[src/hdl/rtc_date_trim_pkg.sv]
// package: register map, field layouts, reset values and timing counts
package rtc_date_trim_pkg;
    localparam logic [3:0] addr_day = 4'h4;
    localparam logic [3:0] addr_month = 4'h5;
    localparam logic [3:0] addr_year = 4'h6;
    localparam logic [3:0] addr_trim = 4'h7;
    localparam logic [3:0] addr_alarm_a_min = 4'h8;
    localparam logic [3:0] addr_alarm_b_min = 4'hb;
    localparam logic [7:0] mask_day = 8'h3f;
    localparam logic [7:0] mask_month = 8'h1f;
    localparam logic [7:0] mask_year = 8'hff;
    localparam logic [7:0] mask_alarm_min = 8'h7f;
    localparam logic [7:0] reset_day = 8'h01;
    localparam logic [7:0] reset_month = 8'h01;
    localparam logic [7:0] reset_year = 8'h00;
    localparam logic [7:0] reset_trim = 8'h00;
    localparam logic [7:0] reset_alarm_min = 8'h00;
    localparam int crystal_select_bit = 7;
    localparam int trim_direction_bit = 6;
    localparam logic [15:0] pulses_32768 = 16'h8000;
    localparam logic [15:0] pulses_32000 = 16'h7d00;
    localparam logic [7:0] trim_sec_00 = 8'h00;
    localparam logic [7:0] trim_sec_20 = 8'h20;
    localparam logic [7:0] trim_sec_40 = 8'h40;

    // register access from the host-side logic
    typedef struct packed {
        logic wr_en;
        logic [3:0] addr;
        logic [7:0] wr_data;
    } reg_req_t;

    // calendar state carried together
    typedef struct packed {
        logic [7:0] day;
        logic [7:0] month;
        logic [7:0] year;
    } date_t;
endpackage

[src/hdl/rtc_date_trim_alarm_minute.sv]
// calendar, time trimming and alarm minute registers of the real-time clock
// How it works
// day BCD at 4h, D7..D6 read zero
// month BCD at 5h, D7..D5 read zero
// year BCD at 6h, all eight bits
// after halt, trim reads all zeros
// trim D7 selects 32.768 or 32.000 kHz
// trim only in seconds 00, 20, 40
// second every 32768 or 32000 pulses
// direction zero: lengthen by 2*(mag-1)
// direction one: shorten by 2*(~mag+1)
// mag bits 5..1 zero: no change
// clock output stays uncorrected
// alarm A at 8h-Ah, B at Bh-Dh
// alarm A minute at 8h, D7 zero
// alarm B minute at Bh, D7 zero
// halt flag clears selector and trim bits
// day wraps by month length, leap years
// unused high bits ignored, read zero
module rtc_date_trim_alarm_minute (
    input wire logic ref_clk,
    input wire logic rst,
    input wire rtc_date_trim_pkg::reg_req_t reg_req,
    input wire logic osc_tick,
    input wire logic [7:0] seconds_bcd,
    input wire logic day_carry,
    input wire logic osc_halt_flag,
    output logic [7:0] rd_data,
    output logic second_tick,
    output logic clk32_out,
    output logic [7:0] alarm_a_minute,
    output logic [7:0] alarm_b_minute
);
    // next value of a BCD pair, wrapping from top back to low
    function automatic logic [7:0] bcd_step(input logic [7:0] v, input logic [7:0] top, input logic [7:0] low);
        logic [7:0] r;
        r = v;
        if (v == top) begin
            r = low;
        end else if (v[3:0] == 4'h9) begin
            r = {v[7:4] + 4'h1, 4'h0};
        end else begin
            r = {v[7:4], v[3:0] + 4'h1};
        end
        return r;
    endfunction

    // year divisible by four, 00 included
    function automatic logic is_leap(input logic [7:0] y);
        logic ok;
        ok = 1'b0;
        if (!y[4]) begin
            ok = (y[3:0] == 4'h0) || (y[3:0] == 4'h4) || (y[3:0] == 4'h8);
        end else begin
            ok = (y[3:0] == 4'h2) || (y[3:0] == 4'h6);
        end
        return ok;
    endfunction

    // last day of the month in BCD
    function automatic logic [7:0] month_last(input logic [7:0] m, input logic [7:0] y);
        logic [7:0] d;
        d = 8'h31;
        case (m)
            8'h02: d = is_leap(y) ? 8'h29 : 8'h28;
            8'h04, 8'h06, 8'h09, 8'h11: d = 8'h30;
            default: d = 8'h31;
        endcase
        return d;
    endfunction

    rtc_date_trim_pkg::date_t date_r, date_nxt;
    logic [7:0] trim_r, trim_nxt;
    logic [7:0] alarm_a_r, alarm_a_nxt;
    logic [7:0] alarm_b_r, alarm_b_nxt;
    logic [15:0] pulse_cnt_r, pulse_cnt_nxt;
    logic [7:0] rd_data_nxt;
    logic second_tick_nxt;
    logic [15:0] base_len;
    logic [15:0] second_len;
    logic [5:0] trim_magnitude;
    logic trim_direction;
    logic crystal_select;
    logic trim_second;
    logic trim_active;
    logic wr_day, wr_month, wr_year;
    logic wr_trim;
    logic wr_alarm_a;
    logic wr_alarm_b;
    logic month_end;
    logic year_end;
    logic pulse_last;
    logic [15:0] trim_delta;
    logic clk32_nxt;
    logic [7:0] alarm_a_out_nxt;
    logic [7:0] alarm_b_out_nxt;

    // true when a host write targets the given register
    function automatic logic write_hit(input rtc_date_trim_pkg::reg_req_t req, input logic [3:0] target);
        logic hit;
        hit = 1'b0;
        if (req.wr_en) begin
            hit = (req.addr == target);
        end
        return hit;
    endfunction

    // trim register fields
    assign crystal_select = trim_r[rtc_date_trim_pkg::crystal_select_bit];
    assign trim_direction = trim_r[rtc_date_trim_pkg::trim_direction_bit];
    assign trim_magnitude = trim_r[5:0];

    // one write strobe per mapped register; unmapped addresses hit nothing
    assign wr_day = write_hit(reg_req, rtc_date_trim_pkg::addr_day);
    assign wr_month = write_hit(reg_req, rtc_date_trim_pkg::addr_month);
    assign wr_year = write_hit(reg_req, rtc_date_trim_pkg::addr_year);
    assign wr_trim = write_hit(reg_req, rtc_date_trim_pkg::addr_trim);
    assign wr_alarm_a = write_hit(reg_req, rtc_date_trim_pkg::addr_alarm_a_min);
    assign wr_alarm_b = write_hit(reg_req, rtc_date_trim_pkg::addr_alarm_b_min);

    // pulses added or removed in a trimmed second, always even
    always_comb begin
        trim_delta = 16'h0000;
        if (!trim_direction) begin
            trim_delta = {9'h000, trim_magnitude - 6'h01, 1'b0};
        end else begin
            trim_delta = {9'h000, (~trim_magnitude) + 6'h01, 1'b0};
        end
    end

    // length of the current second in oscillator pulses
    always_comb begin
        base_len = crystal_select ? rtc_date_trim_pkg::pulses_32000 : rtc_date_trim_pkg::pulses_32768;
        trim_second = (seconds_bcd == rtc_date_trim_pkg::trim_sec_00)
                   || (seconds_bcd == rtc_date_trim_pkg::trim_sec_20)
                   || (seconds_bcd == rtc_date_trim_pkg::trim_sec_40);
        trim_active = trim_second && (trim_magnitude[5:1] != 5'h00);
        second_len = base_len;
        if (trim_active && !trim_direction) begin
            second_len = base_len + trim_delta;
        end else if (trim_active) begin
            second_len = base_len - trim_delta;
        end
    end

    // last pulse of the current second; >= also ends a second cut short by a new trim
    always_comb begin
        pulse_last = osc_tick && (pulse_cnt_r >= second_len - 16'h0001);
    end

    // divider counting oscillator pulses into seconds
    always_comb begin
        pulse_cnt_nxt = pulse_cnt_r;
        second_tick_nxt = 1'b0;
        if (pulse_last) begin
            pulse_cnt_nxt = 16'h0000;
            second_tick_nxt = 1'b1;
        end else if (osc_tick) begin
            pulse_cnt_nxt = pulse_cnt_r + 16'h0001;
        end
    end

    // divider registers; a fresh second starts after reset
    always_ff @(posedge ref_clk) begin
        if (rst) begin
            pulse_cnt_r <= 16'h0000;
            second_tick <= 1'b0;
        end else begin
            pulse_cnt_r <= pulse_cnt_nxt;
            second_tick <= second_tick_nxt;
        end
    end

    // clock output follows the raw oscillator pulse, never the trimmed count
    always_comb begin
        clk32_nxt = osc_tick;
    end

    // clock output register
    always_ff @(posedge ref_clk) begin
        if (rst) begin
            clk32_out <= 1'b0;
        end else begin
            clk32_out <= clk32_nxt;
        end
    end

    // end of month and end of year seen by the midnight carry
    always_comb begin
        month_end = date_r.day >= month_last(date_r.month, date_r.year);
        year_end = month_end && (date_r.month >= 8'h12);
    end

    // calendar carry and register writes; a host write wins over the carry
    always_comb begin
        date_nxt = date_r;
        if (day_carry) begin
            if (month_end) begin
                date_nxt.day = 8'h01;
                date_nxt.month = bcd_step(date_r.month, 8'h12, 8'h01);
                if (year_end) begin
                    date_nxt.year = bcd_step(date_r.year, 8'h99, 8'h00);
                end
            end else begin
                date_nxt.day = bcd_step(date_r.day, 8'h31, 8'h01);
            end
        end
        if (wr_day) begin
            date_nxt.day = reg_req.wr_data & rtc_date_trim_pkg::mask_day;
        end
        if (wr_month) begin
            date_nxt.month = reg_req.wr_data & rtc_date_trim_pkg::mask_month;
        end
        if (wr_year) begin
            date_nxt.year = reg_req.wr_data & rtc_date_trim_pkg::mask_year;
        end
    end

    // date registers; a halt leaves them as they are, their content is then undefined
    always_ff @(posedge ref_clk) begin
        if (rst) begin
            date_r <= {rtc_date_trim_pkg::reset_day, rtc_date_trim_pkg::reset_month, rtc_date_trim_pkg::reset_year};
        end else begin
            date_r <= date_nxt;
        end
    end

    // trimming register; a set halt flag wins over a host write in the same cycle
    always_comb begin
        trim_nxt = trim_r;
        if (wr_trim) begin
            trim_nxt = reg_req.wr_data;
        end
        if (osc_halt_flag) begin
            trim_nxt = rtc_date_trim_pkg::reset_trim;
        end
    end

    // trimming register
    always_ff @(posedge ref_clk) begin
        if (rst) begin
            trim_r <= rtc_date_trim_pkg::reset_trim;
        end else begin
            trim_r <= trim_nxt;
        end
    end

    // alarm minute registers; bit 7 is dropped on write
    always_comb begin
        alarm_a_nxt = alarm_a_r;
        alarm_b_nxt = alarm_b_r;
        if (wr_alarm_a) begin
            alarm_a_nxt = reg_req.wr_data & rtc_date_trim_pkg::mask_alarm_min;
        end
        if (wr_alarm_b) begin
            alarm_b_nxt = reg_req.wr_data & rtc_date_trim_pkg::mask_alarm_min;
        end
        alarm_a_out_nxt = alarm_a_nxt;
        alarm_b_out_nxt = alarm_b_nxt;
    end

    // alarm minute registers and their output copies
    always_ff @(posedge ref_clk) begin
        if (rst) begin
            alarm_a_r <= rtc_date_trim_pkg::reset_alarm_min;
            alarm_b_r <= rtc_date_trim_pkg::reset_alarm_min;
            alarm_a_minute <= rtc_date_trim_pkg::reset_alarm_min;
            alarm_b_minute <= rtc_date_trim_pkg::reset_alarm_min;
        end else begin
            alarm_a_r <= alarm_a_nxt;
            alarm_b_r <= alarm_b_nxt;
            alarm_a_minute <= alarm_a_out_nxt;
            alarm_b_minute <= alarm_b_out_nxt;
        end
    end

    // registered read data; unmapped addresses read zero
    always_comb begin
        case (reg_req.addr)
            rtc_date_trim_pkg::addr_day: rd_data_nxt = date_r.day & rtc_date_trim_pkg::mask_day;
            rtc_date_trim_pkg::addr_month: rd_data_nxt = date_r.month & rtc_date_trim_pkg::mask_month;
            rtc_date_trim_pkg::addr_year: rd_data_nxt = date_r.year;
            rtc_date_trim_pkg::addr_trim: rd_data_nxt = trim_r;
            rtc_date_trim_pkg::addr_alarm_a_min: rd_data_nxt = alarm_a_r & rtc_date_trim_pkg::mask_alarm_min;
            rtc_date_trim_pkg::addr_alarm_b_min: rd_data_nxt = alarm_b_r & rtc_date_trim_pkg::mask_alarm_min;
            default: rd_data_nxt = 8'h00;
        endcase
    end

    // read data register; answers one cycle after the address is shown
    always_ff @(posedge ref_clk) begin
        if (rst) begin
            rd_data <= 8'h00;
        end else begin
            rd_data <= rd_data_nxt;
        end
    end
endmodule

[config.mk]
export PLATFORM = sky130hd
export DESIGN_NAME = rtc_date_trim_alarm_minute
export DESIGN_NICKNAME = d
export VERILOG_FILES = /design/src/hdl/rtc_date_trim_pkg.sv /design/src/hdl/rtc_date_trim_alarm_minute.sv
export SDC_FILE = /design/constraint.sdc
export NUM_CORES = 1
export LEC_CHECK = 0
export ABC_AREA = 1
export BUFFER_PORTS_ARGS = -buffer_cell sky130_fd_sc_hd__buf_2
export CAP_MARGIN = 10
export CORE_MARGIN = 2
export CORE_UTILIZATION = 34
export DETAILED_ROUTE_END_ITERATION = 10
export SETUP_SLACK_MARGIN = 0.5
export SLEW_MARGIN = 20
export SYNTH_ARGS = -nofsm -noshare
export SYNTH_HDL_FRONTEND = slang
export SYNTH_SLANG_ARGS = --single-unit
[constraint.sdc]
create_clock -name ref_clk -period 3.5 [get_ports ref_clk]
set_input_delay 0.875 -clock ref_clk [delete_from_list [all_inputs] [get_ports ref_clk]]
set_output_delay 0.875 -clock ref_clk [all_outputs]
set_load 0.02 [all_outputs]
# Yosys cells after proc, flatten, opt, wreduce, memory -nomap -nowiden
# Index checks and enable logic that the tools add are counted.
# W data, S select, Z words.
# classes
n_eq_ne,23
bitwise,1
mux,29
add_sub_neg,12
n_reduce_logical,36
order_cmp,3
# op_table
op,count
$mux W8,9
$mux W16,4
$pmux W8 S6,1
$add A4 B1 Y4 const B,6
$eq A4 B3 Y1 const B,6
$eq A4 B4 Y1 const B,6
$mux W22,1
$add A16 B1 Y16 const B,1
$add A16 B16 Y16,1
$eq A8 B3 Y1 const B,2
$eq A8 B5 Y1 const B,2
$eq A8 B6 Y1 const B,2
$ge A16 B16 Y1,1
$sub A16 B1 Y16 const B,1
$sub A16 B16 Y16,1
$reduce_bool A2 Y1,7
$mux W1,10
$pmux W5 S2,1
$reduce_and A3 Y1,3
$reduce_bool A3 Y1,3
$eq A8 B2 Y1 const B,1
$eq A8 B4 Y1 const B,1
$eq A8 B7 Y1 const B,1
$eq A8 B8 Y1 const B,1
other kinds (20),32
# totals
input_bits,26
elab_cells,119
output_inout_bits,26
register_bits,72

# Longest topological paths before layout
# Gate-level depths: netlist of the first run.
# depth
word_depth,13
mapped_depth,25
ltp_nobuf,24

# Worst setup path after synthesis of the first run
# Ideal clock, no wire load.
# synth_path
kind,reg-to-reg
startpoint,register trim_r[0]
endpoint,register pulse_cnt_r[10]
t_arrival_ns,3.249
path_stages_with_launch,25
path_buffers,1
setup_ns,0.116
path_slack_ns,0.135
cell_sequence,dfxtp_1 > inv_2 > ha_1 > xor2_4 > ha_1 > a21oi_1 > nor2_1 > inv_1 > ha_1 > inv_1 > nor2_1 > nand2_2 > clkinv_1 > nand3_4 > nor2_1 > nor2_2 > ha_1 > nand2_1 > nor3b_1 > o21ai_1 > nand2_1 > nand2_1 > nand2_1 > buf_2 > nor2_1
# synth_between
elab_chain_cells,10
elab_cells_between_ends,12
classes_between,5 x add/sub; 1 x order compare; 3 x mux; 1 x bitwise; 2 x reduce/logical
# synth_rtl
item,line_no,source
from (decl),rtc_date_trim_alarm_minute.sv:73,"logic [7:0] trim_r, trim_nxt;"
from (signal assigned),rtc_date_trim_alarm_minute.sv:242,trim_r <= rtc_date_trim_pkg::reset_trim;
from (signal assigned),rtc_date_trim_alarm_minute.sv:244,trim_r <= trim_nxt;
$not A6 Y6,rtc_date_trim_alarm_minute.sv:127,"trim_delta = {9'h000, (~trim_magnitude) + 6'h01, 1'b0};"
$add A6 B1 Y6,rtc_date_trim_alarm_minute.sv:127,
$mux W7 (*),rtc_date_trim_alarm_minute.sv:124,if (!trim_direction) begin
$sub A16 B16 Y16,rtc_date_trim_alarm_minute.sv:142,second_len = base_len - trim_delta;
$mux W16,rtc_date_trim_alarm_minute.sv:141,end else if (trim_active) begin
$mux W16 (*),rtc_date_trim_alarm_minute.sv:139,if (trim_active && !trim_direction) begin
$sub A16 B1 Y16 (*),rtc_date_trim_alarm_minute.sv:148,pulse_last = osc_tick && (pulse_cnt_r >= second_len - 16'h0001);
$ge A16 B16 Y1 (*),rtc_date_trim_alarm_minute.sv:148,
$logic_and A1 B1 Y1 (*),rtc_date_trim_alarm_minute.sv:148,
$reduce_or A2 Y1 (no source line) (*),n/a,
to (signal assigned),rtc_date_trim_alarm_minute.sv:169,pulse_cnt_r <= pulse_cnt_nxt;
to (decl),rtc_date_trim_alarm_minute.sv:76,"logic [15:0] pulse_cnt_r, pulse_cnt_nxt;"
# Mark *: on every way between the ends. The rest lies on a longest branch, timed or not.
# A chain may end at the register's enable or synchronous reset.

# Final worst setup path of the first run
# layout_path
startpoint,register trim_r[0]
endpoint,register pulse_cnt_r[3]
# Same word-level chain as after synthesis.

==> metrics, run 1 <==
Layout area overhead=20.2%; switching part of the total=28.3%; final hold violations=0; die area=0.0153 mm^2; DRC=0; Leakage Power=2.63 nW; fin. max-slew vios=0; die height=124 um; combined area of the multi-input logic cells=0.00317 mm^2; CP top delay family=adder cells; worst path arrival time=3460 ps; reg2reg path depth=23; DR iter-0 viols=344; # fillers=1459; Period Utilization, post-route=90.7%; placement row count=43; power per standard cell area=331 mW/mm^2; WHS Path Cells=2; fmax=315 MHz; Post-DP Area=0.00534 mm^2; Bufs on Longest Clock Path=2; Post-Layout Inst Area=0.00586 mm^2; worst-path fanout max=8; Primary FF master, synth=dfxtp_1; largest family of logic cells by synthesized area=simple AND/OR/NAND/NOR gates; flops & latches, synth=72; Worst-Margin Slew=1050 ps; Core Area=0.0139 mm^2; drt first pass iters=5; Critical Path Slowest Stage Cell=dfxtp_2; Clock Skew=9.40 ps; worst path bufs/invs=4; Cell Area, Synth=0.00488 mm^2; FFs w/ async S/R, synth=0%; WL final=13200 um; switching pwr=550 uW; Ant. Diodes=0; storage element area=0.00145 mm^2; Cell Chain, Critical Path=inv_2 -> ha_4 -> xor2_4 -> ha_4 -> a21oi_4 -> nor2_2 -> inv_1 -> ha_2 -> inv_2 -> nor2_2 -> nand2_2 -> inv_4 -> nand3_4 -> nor2_2 -> nor2_1 -> ha_1 -> a21oi_2 -> o21ai_1 -> a21oi_1 -> nand2_1 -> nand2_4 -> nand2_8 -> nor2_1; P_int=1.39 mW; CTS clk-pin slew, worst paths=70 ps; Seq/Total Area, Yosys=29.5%; largest net degree at the start of global routing=25; leading area contributor after synthesis=dfxtp_1; port buffer count=49; Vias/cell=5.03; Hold WC Path Type=reg2reg; Yosys warning count=0; initial antenna violation count=0; I/O pin cnt=52; final setup vio count=0; CTS tree=yes; post-synthesis compound-gate area fraction=15.1%; critical path depth=23; clk_lat worst skew=360 ps; DPL Wire Length=9920 um; Yosys top cell area share=29.5%; XOR/XNOR Fraction of Synth Area=5.23%; overall routing resource usage=18.4%; vias=4824; Place WS=5.05 ps; # H-tree levels=3; Worst slew margin=29.7%; wire per inst=13.7 um; EDFF count, synth=0; status=finished, final reports clean; CTS root buf=clkbuf_16; antenna viol nets, final=0; cell mode on critical path=nor2_2; top cells by area, synth=dfxtp_1 (30%), nand2_1 (11%), ha_1 (7.7%), inv_1 (6.6%), nor2_1 (6.6%); Layout Nets=831; Final Power=1.94 mW; sequential power share=43.6%; RSZ-0062 raised after global routing=true; die width=124 um; combinational share of power=8.8%; post-synthesis mux area share=0%; final hold slack=435 ps; clock share of power=47.6%; remaining global-route overflow=0; Final WS setup=326 ps; Max stage delay on crit path=340 ps; post-route setup TNS=0 ps; Max-Cap Viols=0; share of layout cells above drive strength 1=21.8%; Synth Area in Adders=7.69%; first-pass GRT wire length=21800 um; Cell variety after synth=47; Critical Path Sink Type=flop; clock buffer count from CTS=9; post-synthesis simple-gate area fraction=32.2%; clk sinks=72; Worst IR Drop VDD=251 uV; CP required=3790 ps; vias in the first global route=4490; post-synthesis cell count=719; GP Congestion=0.877; Avg Cell Area, Syn=6.79 um^2; CP startpoint kind=flop; starting density of the core=35.0%; final critical-path required period=3170 ps; FF-to-FF setup slack=330 ps; worst setup path category=reg2reg
[tightest hold or removal path, cell delays in order, from the launching register on]
cell and delay [ps]:
dfxtp_1 310, nand2_1 60, nor2_1 30
[final timing paths]
kind / startpoint / to
max: trim_r[0] / pulse_cnt_r[3]
min: date_r[23] / date_r[23]
max reg2reg: trim_r[0] / pulse_cnt_r[3]
min reg2reg: date_r[23] / date_r[23]
[timing repair]
item                       CTS  global route
cloned                       1             0
hold buffers                 0             0
gates resized for setup     13            32
setup endpoints to repair   17            28
pin swaps                   13            13
setup buffers                4             0
[final cells by class]
type	count	share of cell area [%]
clock inverters	7	1.26
well taps	180	3.84
repair buffers	61	5.72
clock buffers	9	3.84
flip-flops and latches	72	24.6
multi-input cells	528	54.0
inverters	103	6.68
[routing by layer]
| metal | routed length [um] | part of all wire [%] | global-route usage [%] | vias up |
|---|---|---|---|---|
| met5 | 0 | 0 | 0 | - |
| met4 | 261 | 2.0 | 6.39 | 0 |
| met3 | 663 | 5.0 | 3.30 | 21 |
| met2 | 5830 | 44 | 29.1 | 107 |
| met1 | 6440 | 49 | 25.3 | 2218 |
| li1 | - | - | - | 2478 |
[cell usage in the layout (no fill, tap or decap), types with 9 or more instances in the layout]
cell,n
inv_2,18
buf_4,12
a21oi_1,51
nand4_1,15
inv_1,83
o22ai_1,19
nand2_1,143
nor2_4,10
clkbuf_16,9
xor2_1,20
buf_2,49
nor2_1,74
nor3_1,11
nand2_2,14
dfxtp_1,69
o21ai_0,32
ha_1,25
nand3_1,34
nor2_2,10
[Yosys cell counts, types with 2 or more instances]
cell	n
nand2_1	147
inv_1	86
nor2_1	86
dfxtp_1	72
a21oi_1	57
nand3_1	34
o21ai_0	34
ha_1	30
xor2_1	20
o22ai_1	19
inv_2	16
nand4_1	15
nor3_1	13
nand2_2	12
clkbuf_1	8
a31oi_1	6
xnor2_1	6
nand3_2	5
nor2_2	5
buf_6	4
o21ai_1	4
buf_2	3
buf_4	3
nor2_4	3
nor3_2	3
nand2_4	2
nand3_4	2
nand3b_1	2
nand4_2	2
o2111ai_1	2
o211ai_1	2
[sequential cells by signal, indices dropped and copies added, names as in the netlist]
| register | count |
|---|---|
| alarm_a_r | 7 |
| alarm_b_r | 7 |
| clk32_out | 1 |
| date_r | 24 |
| pulse_cnt_r | 16 |
| rd_data | 8 |
| second_tick | 1 |
| trim_r | 8 |
[stage by stage]
step / util, % / cells
2_1_floorplan: - / 720
3_3_place_gp: 38.3 / 939
3_5_place_dp: 38.3 / 939
4_1_cts: 41.1 / 960
5_1_grt: 42.1 / 960
6_report: 42.1 / 960
[kinds of logic (layout without fill, tap and decap cells)]
group | after synthesis | after routing
fa+ha+maj | 30 | 30
flops | 72 | 72
compound gates | 132 | 132
buf+inv | 121 | 180
xor+xnor | 27 | 27
other cells | 1 | 2
simple gates | 336 | 337
[power groups by stage]
stage | Sequential (mW) | Clock [mW] | Combinational (mW)
global placement | 0.865 | 0 | 0.159
finish | 0.847 | 0.925 | 0.171
CTS | 0.847 | 0.943 | 0.164
detailed placement | 0.865 | 0 | 0.159
global route | 0.849 | 0.975 | 0.194
floorplan | 0.867 | 0 | 0.104
Power figures use the tool's default switching activity.
==> run 2, diff against run 1 <==
--- a/config.mk
+++ b/config.mk
@@ -8,9 +8,12 @@
 export ABC_AREA = 1
 export BUFFER_PORTS_ARGS = -buffer_cell sky130_fd_sc_hd__buf_2
 export CAP_MARGIN = 10
+export CELL_PAD_IN_SITES_DETAIL_PLACEMENT = 1
+export CELL_PAD_IN_SITES_GLOBAL_PLACEMENT = 1
 export CORE_MARGIN = 2
 export CORE_UTILIZATION = 34
 export DETAILED_ROUTE_END_ITERATION = 10
+export PLACE_DENSITY_LB_ADDON = 0.1
 export SETUP_SLACK_MARGIN = 0.5
 export SLEW_MARGIN = 20
 export SYNTH_ARGS = -nofsm -noshare
==> run 2 against run 1 <==
Net effect: cell area grew 2.4%; largest power group unchanged; critical path type unchanged; worst setup slack lost 140 ps; fmax shrank 4.1%; largest cell class unchanged; clock power grew 3.9%; utilization grew 1.0 points.
==> metrics, run 2 (synthesized netlist as in run 1, its figures left out) <==
worst-path fanout max=8; Leakage Power=2.71 nW; die height=124 um; worst hold start=date_r[23]; Ant. Diodes=0; vias in the first global route=5103; Final WS setup=191 ps; final critical-path required period=3310 ps; Bufs on Longest Clock Path=2; Vias/cell=5.06; max reg flops=24; initial antenna violation count=0; status=finished, final reports clean; GP Congestion=0.886; WHS Path Cells=2; Worst IR Drop VDD=206 uV; largest net degree at the start of global routing=25; met2 WL=7990 um; antenna viol nets, final=0; FF-to-FF setup slack=190 ps; Clock Skew=10.4 ps; power per standard cell area=331 mW/mm^2; Worst-Margin Slew=939 ps; Max-Cap Viols=0; worst setup path category=reg2reg; reg2reg end=pulse_cnt_r[13]; vias=4904; clk sinks=72; CTS tree=yes; Layout Nets=841; DR top layer=met4; Hold WC Path Type=reg2reg; placement row count=43; biggest regs=date_r: 24 flops, pulse_cnt_r: 16 flops; final setup vio count=0; wire per inst=16.0 um; starting density of the core=35.0%; fin. max-slew vios=0; WL final=15500 um; port buffer count=49; WL met3=420 um; Worst slew margin=37.3%; worst path arrival time=3590 ps; die area=0.0153 mm^2; CTS root buf=clkbuf_16; clk_lat worst skew=350 ps; overall routing resource usage=21.1%; DR iter-0 viols=232; I/O pin cnt=52; # H-tree levels=3; Layout area overhead=23.1%; fmax=302 MHz; die width=124 um; Post-Route M1 WL=6860 um; drt first pass iters=4; Core Area=0.0139 mm^2; final hold violations=0; clock buffer count from CTS=9; final hold slack=446 ps; remaining global-route overflow=0; DRC=0; commonest non-fill, non-tap cell in the layout=nand2_1; commonest non-fill, non-tap cells in the layout=nand2_1 (139), inv_1 (81), dfxtp_1 (69); Largest Register=date_r; Period Utilization, post-route=94.5%; Worst Hold Path EP=date_r[23]; reg2reg path depth=23; post-route setup TNS=0 ps; CP startpoint kind=flop; DPL Wire Length=11900 um; CTS clk-pin slew, worst paths=60 ps; RR Startpoint=trim_r[1]; Critical Path Sink Type=flop; share of layout cells above drive strength 1=24.4%; first-pass GRT wire length=25200 um; CP required=3780 ps; Place WS=-235 ps; RSZ-0062 raised after global routing=true
-- run 2: cell types whose count changed in the layout (fill, tap and decap cells not counted), sizes merged --
cell      delta
buf         +10
bufinv       +1
clkinvlp     +1
inv          -2
-- run 2: worst max-delay path by stage --
stage / startpoint / to / slack, ps
final: trim_r[1] / pulse_cnt_r[13] / 190
after global routing: trim_r[6] / pulse_cnt_r[2] / -10
after CTS: trim_r[1] / pulse_cnt_r[1] / 210
after detailed placement: seconds_bcd[1] / pulse_cnt_r[1] / -240
after global placement: seconds_bcd[4] / pulse_cnt_r[14] / -0.1
after floorplan: seconds_bcd[4] / pulse_cnt_r[11] / 410
-- run 2: metrics by stage --
stage	utilization, %	area (um^2)	power [mW]	cells
6_report	43.1	6000	1.99	970
2_1_floorplan	-	4930	0.971	720
3_5_place_dp	38.7	5390	1.03	945
5_1_grt	43.1	6000	2.06	970
4_1_cts	41.6	5800	2.00	967
3_3_place_gp	38.7	5390	1.03	945
-- run 2: per-layer routing --
metal	GRT usage (%)	vias up
met4	5.89	0
met1	25.6	2329
met2	38.5	67
met3	3.30	22
li1	-	2486
met5	0	-
-- run 2: cell type report --
type / instances / area, um^2
Inverter: 103 / 394
Multi-Input combinational cell: 528 / 3220
Clock inverter: 7 / 77.6
Fill cell: 1816 / 7930
Sequential cell: 72 / 1450
Clock buffer: 9 / 225
Tap cell: 180 / 225
Timing Repair Buffer: 71 / 414
-- run 2: critical path: stages (launching register included) --
cell     delay (ps)
dfxtp_2         330
inv_2            50
ha_4            290
xor2_4          180
ha_4            230
a21oi_4         140
nor2_2           60
inv_1            60
ha_2            170
inv_2            40
nor2_2          110
nand2_2          80
inv_4            60
nand3_4         120
nor2_4          160
nor2_4           60
ha_4            230
a21oi_2         140
o21ai_1          90
a21oi_1         150
nand2_1         110
nand2_4         130
nand2_8         110
nor2_4          150
-- run 2: repair_timing --
action | CTS | global route
cloned | 1 | 0
hold buffers | 0 | 0
setup endpoints to repair | 17 | 27
pin swaps | 15 | 4
gates resized for setup | 18 | 45
buffers inserted | 5 | 3
-- run 2: report_power, final --
| group | internal, mW | switching, mW |
|---|---|---|
| clock | 0.560 | 0.401 |
| sequential | 0.833 | 0.0142 |
| combinational | 0.0568 | 0.121 |
==> run 3, diff against run 2 <==
--- a/config.mk
+++ b/config.mk
@@ -14,6 +14,7 @@
 export CORE_UTILIZATION = 34
 export DETAILED_ROUTE_END_ITERATION = 10
 export PLACE_DENSITY_LB_ADDON = 0.1
+export REMOVE_ABC_BUFFERS = 1
 export SETUP_SLACK_MARGIN = 0.5
 export SLEW_MARGIN = 20
 export SYNTH_ARGS = -nofsm -noshare
==> run 3 against run 2 <==
Net effect: register-to-register slack better by 50 ps; worst hold slack better by 17 ps; cell count down 0.31%; utilization down 1.1 points; power down 0.90%; sequential share of layout area up 0.61 points; critical path type unchanged.
==> metrics, run 3 (synthesized netlist as in run 1, its figures left out) <==
final critical-path required period=3260 ps; final hold slack=463 ps; antenna viol nets, final=0; DRC=0; Largest Register=date_r; fin. max-slew vios=0; hold buffers post-CTS=0; worst path arrival time=3550 ps; CTS root buf=clkbuf_16; combinational share of power=8.7%; commonest non-fill, non-tap cells in the layout=nand2_1 (144), inv_1 (81), nor2_1 (78); CP startpoint kind=flop; DPL Wire Length=12100 um; # H-tree levels=3; Place WS=-67.6 ps; overall routing resource usage=22.1%; Worst slew margin=40.6%; port buffer count=49; RSZ-0062 raised after global routing=true; WHS Path Cells=2; drt first pass iters=4; Worst IR Drop VDD=205 uV; Worst-Margin Slew=890 ps; switching pwr=528 uW; clk_lat worst skew=350 ps; CTS clk-pin slew, worst paths=60 ps; post-route setup TNS=0 ps; reg2reg path depth=24; clock share of power=48.2%; worst setup path category=reg2reg; Final Power=1.97 mW; Final WS setup=242 ps; commonest non-fill, non-tap cell in the layout=nand2_1; Leakage Power=2.64 nW; die width=124 um; CP Launch Point=trim_r[0]; biggest regs=date_r: 24 flops, pulse_cnt_r: 16 flops; Critical Path Sink Type=flop; final setup vio count=0; remaining global-route overflow=0; Layout area overhead=20.0%; Hold WC Path Type=reg2reg; RR Startpoint=trim_r[0]; wire per inst=16.4 um; die area=0.0153 mm^2; die height=124 um; Clock Skew=10.6 ps; DR iter-0 viols=188; power per standard cell area=336 mW/mm^2; status=finished, final reports clean; share of layout cells above drive strength 1=22.1%; vias=4952; WL final=15900 um; Bufs on Longest Clock Path=2; max reg flops=24; I/O pin cnt=52; fmax=307 MHz; sequential power share=43.1%; Layout Nets=838; first-pass GRT wire length=25900 um; Core Area=0.0139 mm^2; Ant. Diodes=0; placement row count=43; clk sinks=72; Period Utilization, post-route=93.1%; Vias/cell=5.12; CTS tree=yes; switching part of the total=26.8%; Max-Cap Viols=0; P_int=1.44 mW; clock buffer count from CTS=9; worst hold start=date_r[23]; starting density of the core=35.0%; final cell count without fillers=967; CP required=3790 ps; largest net degree at the start of global routing=25; worst-path fanout max=8; Post-Place Cells=947; GP Congestion=0.880; final hold violations=0; vias in the first global route=5208; initial antenna violation count=0
-- run 3: cell count changes in the layout (fill, tap and decap cells not counted), moves of 2 or more --
cell / change
nand2_1: +5
nor2_2: -4
inv_6: -3
buf_4: -3
nor2_1: +11
nor2_4: -7
nand2_4: -4
clkinv_2: +2
-- run 3: power by group through the flow --
stage,combinational (mW),sequential (mW),clock [mW]
5_1_grt,0.193,0.850,1.00
3_3_place_gp,0.163,0.866,0
4_1_cts,0.172,0.848,0.965
6_report,0.172,0.848,0.948
3_5_place_dp,0.167,0.867,0
2_1_floorplan,0.0878,0.869,0
-- run 3: critical path: stages (launching register included) --
cell	delay (ps)
dfxtp_2	340
inv_2	50
ha_4	290
xor2_4	180
ha_4	230
a21oi_4	110
nor2_2	50
inv_1	60
ha_2	170
inv_2	40
nor2_4	70
nand2_2	60
clkinv_2	50
nand3_4	90
nor2_1	100
nor2_1	50
ha_1	320
a21oi_2	210
o21ai_2	90
a21oi_2	150
nand2_1	80
nand2_2	70
nand2_2	70
buf_6	180
a21oi_2	100
-- run 3: cell type report --
type	count	area, um^2
Tap cell	180	225
Sequential cell	72	1450
Fill cell	1813	8080
Timing Repair Buffer	69	403
Clock buffer	9	225
Clock inverter	7	72.6
Multi-Input combinational cell	527	3090
Inverter	103	393
-- run 3: stage by stage --
step | util, % | cell area (um^2)
after floorplan | - | 4770
after global placement | 38.5 | 5360
after detailed placement | 38.5 | 5360
after CTS | 41.6 | 5790
after global routing | 42.0 | 5850
final | 42.0 | 5850
-- run 3: per-layer routing --
| layer | track usage [%] | routed length, um | up-vias |
|---|---|---|---|
| met5 | 0 | 0 | - |
| met4 | 9.16 | 352 | 0 |
| met3 | 2.79 | 315 | 25 |
| met2 | 40.6 | 8130 | 58 |
| met1 | 25.7 | 7090 | 2386 |
| li1 | - | - | 2483 |
-- run 3: timing repair --
action | 4_1_cts | 5_1_grt
setup buffers | 1 | 3
gates resized for setup | 29 | 15
endpoints found under the setup margin | 17 | 23
pin swaps | 17 | 12
endpoints found under the hold margin | 0 | 0
cloned | 0 | 0
-- run 3: final timing paths --
check | end | slack, ps
setup / recovery | pulse_cnt_r[14] | 240
hold / removal | date_r[23] | 460
setup reg to reg | pulse_cnt_r[14] | 240
hold reg to reg | date_r[23] | 460
